[src/ldw_pkg.sv]
// Purpose: Shared constants, types and character tables for the display write port.
// Assumes: One 50 MHz clock; the write strobe, select line and data bus arrive from pins.
// Notes: The control byte layout equals the input-bus bit order during a control write.
package ldw_pkg;

  localparam int DATA_W = 8;
  localparam int DIGITS = 8;
  localparam int ADDR_W = 3;
  localparam int SEG_W = 7;

  // Input-bus bit positions during a control write.
  localparam int CTRL_SEQ_BIT = 7;
  localparam int CTRL_HEX_BIT = 6;
  localparam int CTRL_NODEC_BIT = 5;
  localparam int CTRL_RUN_BIT = 4;
  localparam int CTRL_BANK_BIT = 3;
  localparam int CTRL_ADDR_MSB = 2;
  // Input-bus bit that carries the decimal point during a RAM write.
  localparam int POINT_BIT = 7;

  localparam logic [7:0] CTRL_RESET = 8'h00;
  localparam logic [7:0] RAM_RESET = 8'h00;
  localparam logic [2:0] SEQ_LAST = 3'h7;

  // Time each digit is lit during multiplexing.
  localparam int CLK_HZ = 50_000_000;
  localparam int DIGIT_TIME_US = 100;
  localparam int SCAN_CYCLES_DEFAULT = DIGIT_TIME_US * (CLK_HZ / 1_000_000);

  typedef struct packed {
    logic seq;
    logic hex;
    logic no_decode;
    logic run;
    logic bank_a;
    logic [ADDR_W-1:0] addr;
  } ldw_ctrl_type;

  // Segment bit 0 is segment a, bit 6 is segment g.
  typedef struct packed {
    logic point;
    logic [SEG_W-1:0] seg;
  } ldw_drive_type;

  function automatic logic [SEG_W-1:0] ldw_hex_seg(input logic [3:0] v);
    unique case (v)
      4'h0: ldw_hex_seg = 7'h3F;
      4'h1: ldw_hex_seg = 7'h06;
      4'h2: ldw_hex_seg = 7'h5B;
      4'h3: ldw_hex_seg = 7'h4F;
      4'h4: ldw_hex_seg = 7'h66;
      4'h5: ldw_hex_seg = 7'h6D;
      4'h6: ldw_hex_seg = 7'h7D;
      4'h7: ldw_hex_seg = 7'h07;
      4'h8: ldw_hex_seg = 7'h7F;
      4'h9: ldw_hex_seg = 7'h6F;
      4'hA: ldw_hex_seg = 7'h77;
      4'hB: ldw_hex_seg = 7'h7C;
      4'hC: ldw_hex_seg = 7'h39;
      4'hD: ldw_hex_seg = 7'h5E;
      4'hE: ldw_hex_seg = 7'h79;
      4'hF: ldw_hex_seg = 7'h71;
    endcase
  endfunction : ldw_hex_seg

  // Digits, then dash, E, H, L, P and blank.
  function automatic logic [SEG_W-1:0] ldw_codeb_seg(input logic [3:0] v);
    unique case (v)
      4'hA: ldw_codeb_seg = 7'h40;
      4'hB: ldw_codeb_seg = 7'h79;
      4'hC: ldw_codeb_seg = 7'h76;
      4'hD: ldw_codeb_seg = 7'h38;
      4'hE: ldw_codeb_seg = 7'h73;
      4'hF: ldw_codeb_seg = 7'h00;
      default: ldw_codeb_seg = ldw_hex_seg(v);
    endcase
  endfunction : ldw_codeb_seg

endpackage : ldw_pkg

[src/ldw_write_port.sv]
// Purpose: Processor write port and multiplexed drive of an eight-digit LED display.
// Assumes: Pins are asynchronous to clk; a common-cathode display is attached.
// Notes: Pin levels are resynchronised, so a write lands three clocks after the strobe rises.
// Notes on behaviour
// - Rising write strobe captures the eight input lines.
// - Select high loads control, low loads RAM.
// - Control bit six: high hex, low Code B.
// - Control bit five: high no-decode, low decode.
// - Control bit seven high announces sequential data.
// - Control bit four low stops scan, blanks display.
// - Control bit three picks RAM bank, decode only.
// - Bit seven low: bits two..zero address one digit.
// - RAM write: lines zero..seven are bits one..eight.
// - Separate segment, point and eight digit drives.
`timescale 1ns/1ps
module ldw_write_port
  import ldw_pkg::*;
#(
  parameter int unsigned DIGIT_CYCLES = SCAN_CYCLES_DEFAULT
)
(
  input wire logic clk,
  input wire logic arst_n,
  input wire logic [DATA_W-1:0] in_line,
  input wire logic ctrl_select,
  input wire logic write_strobe,
  output ldw_drive_type segment_drive,
  output logic [DIGITS-1:0] digit_sink_n
);

  localparam int CNT_W = $clog2(DIGIT_CYCLES + 1);
  localparam logic [CNT_W-1:0] CNT_LAST = CNT_W'(DIGIT_CYCLES - 1);

  logic [2:0] wr_sync_q;
  logic [1:0] sel_sync_q;
  logic [DATA_W-1:0] data_s1_q;
  logic [DATA_W-1:0] data_s2_q;
  ldw_ctrl_type ctrl_q;
  ldw_ctrl_type ctrl_d;
  logic seq_active_q;
  logic [ADDR_W-1:0] seq_cnt_q;
  logic [DATA_W-1:0] ram_q [2*DIGITS];
  logic [CNT_W-1:0] div_q;
  logic [ADDR_W-1:0] scan_q;
  ldw_drive_type drive_q;
  ldw_drive_type drive_d;
  logic [DIGITS-1:0] digit_n_q;

  // Input synchronisers; the strobe carries a third stage for its edge.
  always_ff @(posedge clk or negedge arst_n)
  begin
    if (!arst_n)
    begin
      wr_sync_q <= 3'h0;
      sel_sync_q <= 2'h0;
      data_s1_q <= 8'h00;
      data_s2_q <= 8'h00;
    end
    else
    begin
      wr_sync_q <= {wr_sync_q[1:0], write_strobe};
      sel_sync_q <= {sel_sync_q[0], ctrl_select};
      data_s1_q <= in_line;
      data_s2_q <= data_s1_q;
    end
  end

  wire wr_edge = wr_sync_q[1] & ~wr_sync_q[2];
  wire ctrl_wr = wr_edge & sel_sync_q[1];
  wire ram_wr = wr_edge & ~sel_sync_q[1];
  wire seq_req = data_s2_q[CTRL_SEQ_BIT];
  wire [ADDR_W-1:0] wr_digit = seq_active_q ? seq_cnt_q : ctrl_q.addr;
  wire bank_sel = ctrl_q.no_decode | ctrl_q.bank_a;
  wire [ADDR_W:0] wr_index = {bank_sel, wr_digit};
  wire [ADDR_W:0] rd_index = {bank_sel, scan_q};
  wire [DATA_W-1:0] rd_byte = ram_q[rd_index];
  wire scan_en = ctrl_q.run && (div_q == CNT_LAST);

  // A control write keeps the old digit address when sequential data is announced.
  always_comb
  begin
    ctrl_d = ldw_ctrl_type'(data_s2_q);
    if (seq_req)
    begin
      ctrl_d.addr = ctrl_q.addr;
    end
  end

  always_ff @(posedge clk or negedge arst_n)
  begin
    if (!arst_n)
    begin
      ctrl_q <= ldw_ctrl_type'(CTRL_RESET);
    end
    else if (ctrl_wr)
    begin
      ctrl_q <= ctrl_d;
    end
  end

  // Sequential fill counter; a new control write restarts or cancels it.
  always_ff @(posedge clk or negedge arst_n)
  begin
    if (!arst_n)
    begin
      seq_active_q <= 1'b0;
      seq_cnt_q <= 3'h0;
    end
    else if (ctrl_wr)
    begin
      seq_active_q <= seq_req;
      seq_cnt_q <= 3'h0;
    end
    else if (ram_wr && seq_active_q)
    begin
      seq_cnt_q <= seq_cnt_q + 3'h1;
      seq_active_q <= (seq_cnt_q != SEQ_LAST);
    end
  end

  // Display RAM: two banks of eight bytes, bank A in the upper half.
  genvar gi;
  generate
    for (gi = 0; gi < 2 * DIGITS; gi++)
    begin : g_ram
      always_ff @(posedge clk or negedge arst_n)
      begin
        if (!arst_n)
        begin
          ram_q[gi] <= RAM_RESET;
        end
        else if (ram_wr && (wr_index == (ADDR_W + 1)'(gi)))
        begin
          ram_q[gi] <= data_s2_q;
        end
      end
    end
  endgenerate

  // Scan divider and digit counter; the divider clears and the counter holds while shut down.
  always_ff @(posedge clk or negedge arst_n)
  begin
    if (!arst_n)
    begin
      div_q <= '0;
      scan_q <= 3'h0;
    end
    else if (!ctrl_q.run)
    begin
      div_q <= '0;
    end
    else if (scan_en)
    begin
      div_q <= '0;
      scan_q <= scan_q + 3'h1;
    end
    else
    begin
      div_q <= div_q + CNT_W'(1);
    end
  end

  always_comb
  begin
    drive_d.point = rd_byte[POINT_BIT];
    if (ctrl_q.no_decode)
    begin
      drive_d.seg = rd_byte[SEG_W-1:0];
    end
    else if (ctrl_q.hex)
    begin
      drive_d.seg = ldw_hex_seg(rd_byte[3:0]);
    end
    else
    begin
      drive_d.seg = ldw_codeb_seg(rd_byte[3:0]);
    end
  end

  // One digit sinks at a time; low_power_select releases every digit and segment.
  always_ff @(posedge clk or negedge arst_n)
  begin
    if (!arst_n)
    begin
      drive_q <= '0;
      digit_n_q <= '1;
    end
    else if (!ctrl_q.run)
    begin
      drive_q <= '0;
      digit_n_q <= '1;
    end
    else
    begin
      drive_q <= drive_d;
      digit_n_q <= ~(DIGITS'(1) << scan_q);
    end
  end

  assign segment_drive = drive_q;
  assign digit_sink_n = digit_n_q;
endmodule : ldw_write_port

[config.mk]
export PLATFORM = sky130hd
export DESIGN_NAME = ldw_write_port
export DESIGN_NICKNAME = d
export VERILOG_FILES = /design/src/ldw_pkg.sv /design/src/ldw_write_port.sv
export SDC_FILE = /design/constraint.sdc
export NUM_CORES = 1
export LEC_CHECK = 0
export CAP_MARGIN = 20
export CORE_MARGIN = 2
export CORE_UTILIZATION = 40
export CTS_CLUSTER_DIAMETER = 60
export DETAILED_ROUTE_END_ITERATION = 10
export DONT_BUFFER_PORTS = 1
export MAX_ROUTING_LAYER = met4
export PLACE_DENSITY = 0.63
export SLEW_MARGIN = 20
export SYNTH_ARGS = -nofsm -noshare
export SYNTH_HDL_FRONTEND = slang
export SYNTH_SLANG_ARGS = --single-unit
[constraint.sdc]
create_clock -name clk -period 8.9 [get_ports clk]
set_input_delay 1.78 -clock clk [delete_from_list [all_inputs] [get_ports clk]]
set_output_delay 1.78 -clock clk [all_outputs]
set_load 0.01 [all_outputs]
# Word-level counts from Yosys, hierarchy flattened
# Memory sizes are Yosys's and may differ from the RTL's.
# Index checks and enable logic that the tools add are counted.
# word_totals
register_bits	192
mem_bits_ro	224
inputBits	12
out_inout_bits	16
word_cells	108
mem_count	2
# memory_table
name	words	word_bits	read_ports	rd_ports_with_merged_regs	write_ports	line_no	rtl
(no name shown)	16	7	1	0	0	ldw_pkg.sv:46	unique case (v)
(no name shown)	16	7	1	0	0	ldw_pkg.sv:46	
# classes
add_sub_neg	3
order_cmp	1
eq_ne	23
shifts	1
mux	15
n_bitwise	9
reduce_logical	22
# ops
cell	count
$eq A4 B4 Y1 const B	14
$pmux W7 S6	1
$bmux W8 S4	1
$mux W8	4
$mux W13	2
$logic_and A1 B1 Y1	18
$eq A4 B3 Y1 const B	4
$mux W7	2
$add A13 B1 Y13 const B	1
$eq A13 B13 Y1 const B	1
$mux W3	3
$eq A4 B2 Y1 const B	2
$not A8 Y8	1
$shl A1 B3 Y8 const A	1
$add A3 B1 Y3 const B	2
$ge A5 B5 Y1 const B	1
$not A4 Y5	1
$eq A4 B1 Y1 const B	1
$logic_not A4 Y1	1
$reduce_and A2 Y1	2
$and A1 B1 Y1	3
$ne A3 B3 Y1 const B	1
$not A1 Y1	3
$mux W1	2
other kinds (2)	2

# Logic depth before layout (Yosys ltp)
# Gate-level depths: netlist (run 1).
# depth
word_depth	10
ltp_mapped	12
depth_no_buf	10

# Least setup slack after synthesis (run 1)
# No wires, ideal clock.
# synth_timing
path_type	register -> register
startpoint	reg scan_q[0]
endpoint	reg drive_q, in the netlist segment_drive[3]
setup_ps	96
arrival_ps	3364
required_ps	8804
setup_slack_ps	5440
stages_incl_launch_ff	13
period_less_slack_ps	3460
path_cell_list	dfrtp_1 > buf_6 > buf_2 > mux4_2 > mux2_2 > o221ai_1 > inv_1 > ha_1 > nor2_1 > o221ai_1 > and3_1 > and3_1 > o32ai_2
# synth_via
elab_chain_len	9
# synth_lines
item	line_no	rtl
from (decl)	ldw_write_port.sv:44	logic [ADDR_W-1:0] scan_q;
from (signal assigned)	ldw_write_port.sv:155	scan_q <= scan_q + 3'h1;
$not A4 Y5 (not written as such) (*)	ldw_write_port.sv:76	wire [DATA_W-1:0] rd_byte = ram_q[rd_index];
$bmux W8 S4 (*)	ldw_write_port.sv:76	
$mux W8 (not written as such) (*) (2 in a row)	ldw_write_port.sv:76	
$mem_v2 Z16 W7 / $eq A4 B4 Y1 (equally long branches)	--	
$pmux W7 S6	ldw_pkg.sv:68	unique case (v)
$mux W7	ldw_write_port.sv:170	else if (ctrl_q.hex)
$mux W7 (*)	ldw_write_port.sv:166	if (ctrl_q.no_decode)
$mux W8 (*)	ldw_write_port.sv:188	else if (!ctrl_q.run)
to (signal assigned)	ldw_write_port.sv:195	drive_q <= drive_d;
to (decl)	ldw_write_port.sv:45	ldw_drive_type drive_q;
# Mark *: on every way between the ends. The rest lies on a longest branch, timed or not. The select of a mux whose other input is x is not followed.
# A chain may end at the register's enable or synchronous reset.

# Worst setup path after layout (run 1)
# Ends and elaborated chain as after synthesis.

==> impl_metrics.ini, run 1 <==
[floorplanning]
rows = 50
io-pin-count = 28
die_area_um2 = 20300
fp.coreArea_um2 = 18800
start_util_pct = 40.8
dieHeight_um = 142
chipWidth_um = 142

[yosys]
synth-async-reset-ratio_pct = 100
synth-seq-cells = 168
yosysWarningCount = 0
yosysSeqAreaShare_pct = 55.1
ys_types = 53
synth_edf_count = 0
syn_area_um2 = 7650
syn_nets = 591
synth.avg_cell_area_um2 = 13.6
syn-instance-count = 564
ys.flop_type = dfrtp_1

[flow_run]
maxCapViolations = 0

[routing]
wl_per_cell_um = 19.9
vias = 4484
drtIter0Drc = 223
routed_wl_mm = 15.9
viasPerCell = 5.58
ant_nets = 0
drc_errors = 0
drt-pass1-iter-count = 4

[cells_and_area]
drive_gt1_share_pct = 33.6
multiInputGateArea_um2 = 3270
nFillCells = 1681
fin_cells = 803
final_nets = 584
area_growth_syn_to_layout_pct = 9.96
ff_latch_area_um2 = 4220
diodes = 0

[timing]
worst_slew_pin_slew_ns = 1.01
fin_tns_setup_ns = 0
slew_violations = 0
fin_skew_ns = 0.00762
max_slew_margin_pct = 32.8
rsz0062_at_grt = false
min_period_over_period_pct = 41.9
setup_viol = 0
hold_viol = 0
finalCriticalPeriod_ns = 3.73
fmax_mhz = 268

[critical_path]
worstPathMaxFanout = 33
crit_path_end_kind = flop
path_class = reg -> reg
critPathRequiredTime_ns = 9.23
r2r_end = segment_drive[3]$_DFF_PN0_
crit_arrival_ns = 4.06
worstReg2RegStart = scan_q[0]$_DFFE_PN0P_
r2r_setup_slack_ns = 5.17
start_kind = flop
reg2reg_depth = 11

[cts]
cts_buffers = 17
root_buffer = clkbuf_16
cts_tree = done
cts.path.max_buffers = 2
htree_levels = 4
clock_latency_ns = 0.42
cts_resized = 0
post_cts_buffers = 0
path_clk_slew_ns = 0.07
cts_sinks = 168
cts_hold_buf = 0

[power_and_ir_drop]
power_density_nw_per_um2 = 270
p_leak_nw = 3.76
ir_worst_vdd_uv = 146

[worst_hold_path]
worstHoldEndpoint = data_s2_q[6]$_DFF_PN0_
worstHoldStart = data_s1_q[6]$_DFF_PN0_
hp-class = reg -> reg
holdPathStages = 0

[placement]
placedCellCount = 772
numPortBuffers = 0
gp_congestion = 0.850
place_hpwl_mm = 10.5

[global_route]
overflow = 0
grt_max_degree = 169
antenna_found_initial = 0
grt_usage_pct = 17.5
grt_pass1_wl_mm = 26.2
first_global_vias = 4807

[status]
run_status = finished clean
cell families (layout without fill, tap and decap cells):
| family | count (synthesis) | after routing | synth area share (%) |
|---|---|---|---|
| AND/OR/NAND/NOR | 130 | 130 | 8.09 |
| flip-flops | 168 | 168 | 55.1 |
| AO/OA/AOI/OAI | 47 | 47 | 4.76 |
| adder cells (fa/ha/maj) | 15 | 15 | 2.45 |
| multiplexers | 153 | 153 | 26.1 |
| XOR/XNOR | 12 | 12 | 1.37 |
| buffers and inverters | 39 | 44 | 2.17 |
through the flow:
step           hold WS, ns  setup WS (ns)  util [%]  area, um^2  power (mW)
3_3_place_gp         0.334           5.21      41.8        7840        1.55
2_1_floorplan        0.331           5.44         -        7650        1.43
4_1_cts              0.346           5.12      44.8        8410        2.30
5_1_grt              0.356           4.88      44.8        8410        2.40
6_report             0.343           5.17      44.8        8410        2.27
3_5_place_dp         0.335           5.14      41.8        7840        1.56
where the power goes:
group | total (mW) | switching [mW] | internal (mW) | leakage (nW)
combinational | 0.525 | 0.253 | 0.272 | 1.29
clock | 0.723 | 0.308 | 0.415 | 0.283
sequential | 1.03 | 0.106 | 0.921 | 2.18
total | 2.27 | 0.667 | 1.61 | 3.76
worst max path at each step:
| stage | cells after the start | startpoint | endpoint | slack, ns |
|---|---|---|---|---|
| floorplan | 12 | scan_q[0]$_DFFE_PN0P_ | segment_drive[3]$_DFF_PN0_ | 5.44 |
| global placement | 11 | scan_q[0]$_DFFE_PN0P_ | segment_drive[3]$_DFF_PN0_ | 5.21 |
| detailed placement | 11 | scan_q[0]$_DFFE_PN0P_ | segment_drive[3]$_DFF_PN0_ | 5.14 |
| CTS | 11 | scan_q[0]$_DFFE_PN0P_ | segment_drive[3]$_DFF_PN0_ | 5.12 |
| global route | 11 | scan_q[0]$_DFFE_PN0P_ | segment_drive[3]$_DFF_PN0_ | 4.88 |
| finish | 11 | scan_q[0]$_DFFE_PN0P_ | segment_drive[3]$_DFF_PN0_ | 5.17 |
cell usage after synthesis (all sizes together) (6+ instances only):
master,instances,area share [%]
and2,6,0.49
and3,6,0.49
buf,9,0.70
clkbuf,20,0.98
dfrtp,160,52
dfstp,8,2.7
ha,15,2.5
inv,10,0.49
mux2,118,17
mux2i,10,1.4
mux4,25,7.4
nand2,41,2.0
nand3,20,1.3
nor2,27,1.3
nor2b,8,0.65
nor3,8,0.65
o21ai,9,0.59
xor2,8,0.92
routing by layer:
metal / global-route usage, % / share of wire (%) / vias up
met2: 28.2 / 49 / 68
met4: 5.00 / 1.3 / 0
met1: 22.6 / 46 / 2363
met5: - / 0 / -
li1: - / - / 2040
met3: 3.80 / 3.2 / 13
cells in the final DEF (no fill, tap or decap), types with 3 or more instances in the layout:
cell	netlist	routed
a211oi_1	3	3
dfrtp_1	160	159
o22ai_1	3	3
nand2_1	41	41
nor2_1	27	27
inv_1	9	9
nand2b_1	3	3
and2_1	5	5
clkbuf_16	0	17
dfstp_2	8	8
o32ai_1	3	3
xnor2_1	4	4
nand3_1	20	20
xor2_1	8	8
mux2i_1	9	9
nor2b_1	8	8
a32o_1	4	4
nor3_1	6	6
mux2_2	116	116
ha_1	15	15
and3_1	6	6
buf_4	0	3
clkinv_2	0	5
nor4_1	4	4
o211ai_1	4	4
o21ai_0	8	8
mux4_2	25	25
registers in the layout, summed over array words and instances, names as in the netlist, 2 cells and up:
signal         flops
ram_q            104
div_q             13
data_s1_q          8
data_s2_q          8
digit_sink_n       8
segment_drive      8
ctrl_q             7
scan_q             3
seq_cnt_q          3
wr_sync_q          3
sel_sync_q         2
worst max-delay path, stage by stage (launching register included):
cell      delay [ns]
dfrtp_2         0.34
buf_4           0.50
mux4_2          0.58
mux2_2          0.28
o221ai_1        0.41
inv_1           0.16
ha_1            0.32
nor2_1          0.16
o221ai_1        0.19
and3_1          0.28
and3_1          0.17
o32ai_2         0.23
area by class of cell:
type / instances / share of cell area (%)
flip-flops and latches: 168 / 50.1
repair buffers: 3 / 0.268
well taps: 234 / 3.48
multi-input cells: 357 / 38.9
clock buffers: 17 / 5.06
clock inverters: 14 / 1.77
inverters: 10 / 0.446
(Power assumes the default switching activity.)
==> run 2, diff against run 1 <==
Clock period 8.9 ns to 3.9 ns, I/O delays scaled along.
==> run 2 against run 1 <==
Against the previous run: non-clock buffer count is 4 higher; via count is 0.31% higher; final cell count is 0.62% higher; first-iteration DRC count is 22% lower; wire length is 2.8% higher; count of clock-buffer cells in the layout is 5 higher; critical path depth is 2 lower; core utilization hardly changed; worst setup slack worse by 4.8 ns; clock power is 120% higher; combinational power is 130% higher; die area stayed put; critical path type unchanged; critical endpoint unchanged; highest routed layer unchanged.
==> impl_metrics.ini, run 2 (synthesized netlist as in run 1, its figures left out) <==
[cts]
post_cts_buffers = 0
cts.path.max_buffers = 2
cts_resized = 0
cts_tree = done
cts_sinks = 168
clock_latency_ns = 0.43
root_buffer = clkbuf_16
path_clk_slew_ns = 0.06
cts_buffers = 17
htree_levels = 4
cts_hold_buf = 0

[status]
run_status = finished clean

[timing]
setup_viol = 0
max_slew_margin_pct = 31.3
hold_viol = 0
fin_skew_ns = 0.0128
fin_tns_setup_ns = 0
slew_violations = 0
min_period_over_period_pct = 89.3
worst_slew_pin_slew_ns = 1.03
finalCriticalPeriod_ns = 3.48
fmax_mhz = 287
rsz0062_at_grt = false
worst_slack_ns = 0.417

[floorplanning]
fp.coreArea_um2 = 18800
chipWidth_um = 142
start_util_pct = 40.8
die_area_um2 = 20300
io-pin-count = 28
dieHeight_um = 142
rows = 50

[critical_path]
path_buf_inv = 1
path_cells = buf_4 -> mux4_2 -> mux4_2 -> ha_1 -> nor2_1 -> o221ai_1 -> and3_1 -> and3_1 -> o32ai_2
crit_arrival_ns = 3.81
worstPathMaxFanout = 15
slowest_delay_ns = 0.56
crit_path_end_kind = flop
critPathSlowestCell = mux4_2
start_kind = flop
cpLargestDelayFamily = multiplexers
path_class = reg -> reg
critPathRequiredTime_ns = 4.23

[routing]
drtIter0Drc = 175
ant_nets = 0
drt-pass1-iter-count = 4
vias = 4498
drc_errors = 0
viasPerCell = 5.57
routed_wl_mm = 16.4
wl_per_cell_um = 20.3

[global_route]
first_global_vias = 4701
antenna_found_initial = 0
overflow = 0
grt_pass1_wl_mm = 26.4
grt_usage_pct = 17.9
grt_max_degree = 169

[cells_and_area]
drive_gt1_share_pct = 33.3
final_nets = 588
ff_latch_area_um2 = 4220
reg_top3 = ram_q: 104 flops, div_q: 13 flops
nFillCells = 1699
layout_common_cells = dfrtp_1, mux2_2, nand2_1
fin_cells = 808
multiInputGateArea_um2 = 3270
diodes = 0
top_register = ram_q
area_growth_syn_to_layout_pct = 9.92
layout_commonest_cell = dfrtp_1
largest_reg_flops = 104
fin_area_um2 = 8410

[placement]
dpl_cell_area_um2 = 7870
numPortBuffers = 0
placedCellCount = 776
gp_congestion = 0.855
dp_slack_ns = 0.419
place_hpwl_mm = 10.9

[power_and_ir_drop]
power_density_nw_per_um2 = 610
ir_worst_vdd_uv = 316
p_leak_nw = 3.75

[flow_run]
maxCapViolations = 0

[worst_hold_path]
hp-class = in -> async
==> run 2: cell type report <==
type                    count  share of cell area [%]
repair buffers              7                   0.625
inverters                  10                   0.446
clock inverters            10                    1.16
multi-input cells         357                    38.9
well taps                 234                    3.48
clock buffers              22                    5.28
flip-flops and latches    168                    50.1
==> run 2: path summary, 6_finish.rpt <==
check                                            start                          to  slack (ns)  depth (start not counted)
worst min-delay path                            arst_n      data_s1_q[6]$_DFF_PN0_        0.06                          0
min in group clk                data_s1_q[5]$_DFF_PN0_      data_s2_q[5]$_DFF_PN0_        0.35                          0
worst max register to register   scan_q[0]$_DFFE_PN0P_  segment_drive[3]$_DFF_PN0_        0.42                          9
max in group asynchronous                       arst_n   digit_sink_n[1]$_DFF_PN1_        3.56                          0
worst min register to register  data_s1_q[5]$_DFF_PN0_      data_s2_q[5]$_DFF_PN0_        0.35                          0
worst max-delay path             scan_q[0]$_DFFE_PN0P_  segment_drive[3]$_DFF_PN0_        0.42                          9
==> run 2: per-layer routing <==
| metal | vias up | track usage (%) | wire length (um) |
|---|---|---|---|
| met2 | 80 | 28.5 | 8300 |
| met3 | 10 | 3.80 | 547 |
| li1 | 2045 | - | - |
| met1 | 2363 | 23.1 | 7400 |
| met5 | - | - | 0 |
| met4 | 0 | 5.52 | 140 |
==> run 2: per-stage QoR <==
| step | power, mW | util, % | hold WS (ns) |
|---|---|---|---|
| after detailed placement | 3.58 | 41.9 | 0.335 |
| after global routing | 5.39 | 44.8 | 0.0289 |
| after CTS | 5.17 | 44.8 | 0.0336 |
| final | 5.13 | 44.8 | 0.0616 |
| after floorplan | 3.27 | - | 0.331 |
| after global placement | 3.54 | 41.9 | 0.333 |
==> run 2: power breakdown <==
group | switching [mW] | internal [mW]
Clock | 0.691 | 0.884
Sequential | 0.238 | 2.10
Combinational | 0.593 | 0.624
==> run 3, diff against run 2 <==
Settings changed: BUFFER_PORTS_ARGS from default to -buffer_cell sky130_fd_sc_hd__buf_2, CORE_ASPECT_RATIO from default to 0.75, CORE_UTILIZATION 40 to 60, DONT_BUFFER_PORTS 1 to default, PLACE_DENSITY 0.63 to 0.87.
==> run 3 against run 2 <==
Against the previous run: die area shrank 32%; core utilization rose by 24 points; worst setup slack gained 0.049 ns; final cell count shrank 4.6%; worst hold slack improved by 0.29 ns; wire length rose by 1.7%; final area grew 1.6%; largest power group unchanged.
==> impl_metrics.ini, run 3 (synthesized netlist as in run 1, its figures left out) <==
[power_and_ir_drop]
clkPwrFrac_pct = 31.2
internal-power_mw = 3.66
switching_power_mw = 1.67
p_leak_nw = 3.90
p_seq_share_pct = 43.9
p_sw_share_pct = 31.3
p_comb_share_pct = 25.0
power_density_nw_per_um2 = 624
ir_worst_vdd_uv = 408

[placement]
gp_congestion = 0.911
place_hpwl_mm = 11.0
numPortBuffers = 27

[critical_path]
worstPathMaxFanout = 13
path_buf_inv = 2
path_class = reg -> reg
critPathSlowestCell = mux4_2
path_cells = buf_4 -> mux4_2 -> or3_1 -> o221ai_1 -> inv_1 -> ha_1 -> nor2_1 -> o221ai_1 -> and3_1 -> and3_1 -> o32ai_2
critPathRequiredTime_ns = 4.23
cpLargestDelayFamily = simple AND/OR/NAND/NOR gates
slowest_delay_ns = 0.52
crit_arrival_ns = 3.76
start_kind = flop
crit_path_end_kind = flop

[timing]
slew_violations = 0
finalCriticalPeriod_ns = 3.43
worst_slew_pin_slew_ns = 0.929
fin_tns_setup_ns = 0
setup_viol = 0
hold_viol = 0
rsz0062_at_grt = false
min_period_over_period_pct = 88.0
fmax_mhz = 291
fin_skew_ns = 0.00756
max_slew_margin_pct = 38.0

[floorplanning]
start_util_pct = 62.0
dieHeight_um = 102
io-pin-count = 28
fp.coreArea_um2 = 12300
die_area_um2 = 13700
rows = 35
chipWidth_um = 134

[worst_hold_path]
hp-class = reg -> reg

[cells_and_area]
nFillCells = 801
post-route-util_pct = 69.2
final_nets = 619
layout_common_cells = dfrtp_1, mux2_2, nand2_1
diodes = 0
top_register = ram_q
area_growth_syn_to_layout_pct = 11.7
drive_gt1_share_pct = 37.5
reg_top3 = ram_q: 104 flops, div_q: 13 flops
largest_reg_flops = 104
layout_commonest_cell = dfrtp_1

[routing]
drt-pass1-iter-count = 5
routed_wl_mm = 16.7
vias = 4828
wl_per_cell_um = 21.6
drtIter0Drc = 471
drc_errors = 0
ant_nets = 0
viasPerCell = 6.26

[global_route]
overflow = 0
antenna_found_initial = 0
first_global_vias = 4970
grt_max_degree = 94
grt_usage_pct = 27.6
grt_pass1_wl_mm = 27.5

[cts]
clock_latency_ns = 0.42
post_cts_buffers = 0
cts_buffers = 17
root_buffer = clkbuf_16
htree_levels = 4
cts_tree = done
cts_resized = 0
cts.path.max_buffers = 2
cts_sinks = 168
path_clk_slew_ns = 0.07
cts_hold_buf = 0

[status]
run_status = finished clean

[flow_run]
maxCapViolations = 0
[run 3: changes by cell type in the layout (fill, tap and decap cells not counted), sizes merged]
| cell | delta |
|---|---|
| buf | +31 |
| clkinvlp | +1 |
| clkinv | +2 |
| clkbuf | -5 |
| inv | +2 |
[run 3: final timing paths]
check | slack [ns] | depth (start not counted) | to | startpoint
max | 0.47 | 11 | segment_drive[3]$_DFF_PN0_ | scan_q[0]$_DFFE_PN0P_
min | 0.35 | 0 | data_s2_q[6]$_DFF_PN0_ | data_s1_q[6]$_DFF_PN0_
max reg2reg | 0.47 | 11 | segment_drive[3]$_DFF_PN0_ | scan_q[0]$_DFFE_PN0P_
min reg2reg | 0.35 | 0 | data_s2_q[6]$_DFF_PN0_ | data_s1_q[6]$_DFF_PN0_
max in group asynchronous | 2.65 | 2 | ram_q[95]$_DFFE_PN0P_ | arst_n
min in group asynchronous | 0.41 | 1 | ram_q[6]$_DFFE_PN0P_ | arst_n
[run 3: layer usage]
layer	up-vias	track usage, %	routed length (um)
met5	-	-	0
met4	0	6.64	131
met3	15	6.11	941
met2	160	43.7	8360
met1	2543	37.2	7240
li1	2110	-	-
[run 3: per-stage QoR]
step           std cells  hold WS (ns)  total power [mW]  setup slack, ns  instance area, um^2
6_report             771         0.351              5.33            0.467                 8550
5_1_grt              771         0.359              5.58            0.234                 8550
4_1_cts              771         0.352              5.32            0.509                 8550
3_5_place_dp         739         0.336              3.65            0.551                 7960
3_3_place_gp         739         0.331              3.59            0.626                 7960
2_1_floorplan        564         0.331              3.27            0.440                 7650
[run 3: power groups by stage]
stage | Combinational, mW | Sequential (mW) | Clock [mW]
2_1_floorplan | 1.00 | 2.27 | 0
3_3_place_gp | 1.27 | 2.32 | 0
3_5_place_dp | 1.30 | 2.35 | 0
4_1_cts | 1.31 | 2.33 | 1.67
5_1_grt | 1.45 | 2.37 | 1.77
6_report | 1.33 | 2.34 | 1.66
[run 3: layout make-up]
| cell class | count | area, um^2 | share of cell area, % |
|---|---|---|---|
| Multi-Input combinational cell | 357 | 3270 | 38.3 |
| Tap cell | 166 | 208 | 2.43 |
| Clock inverter | 15 | 164 | 1.92 |
| Clock buffer | 17 | 425 | 4.98 |
| Sequential cell | 168 | 4220 | 49.3 |
| Timing Repair Buffer | 38 | 224 | 2.62 |
| Inverter | 10 | 37.5 | 0.439 |
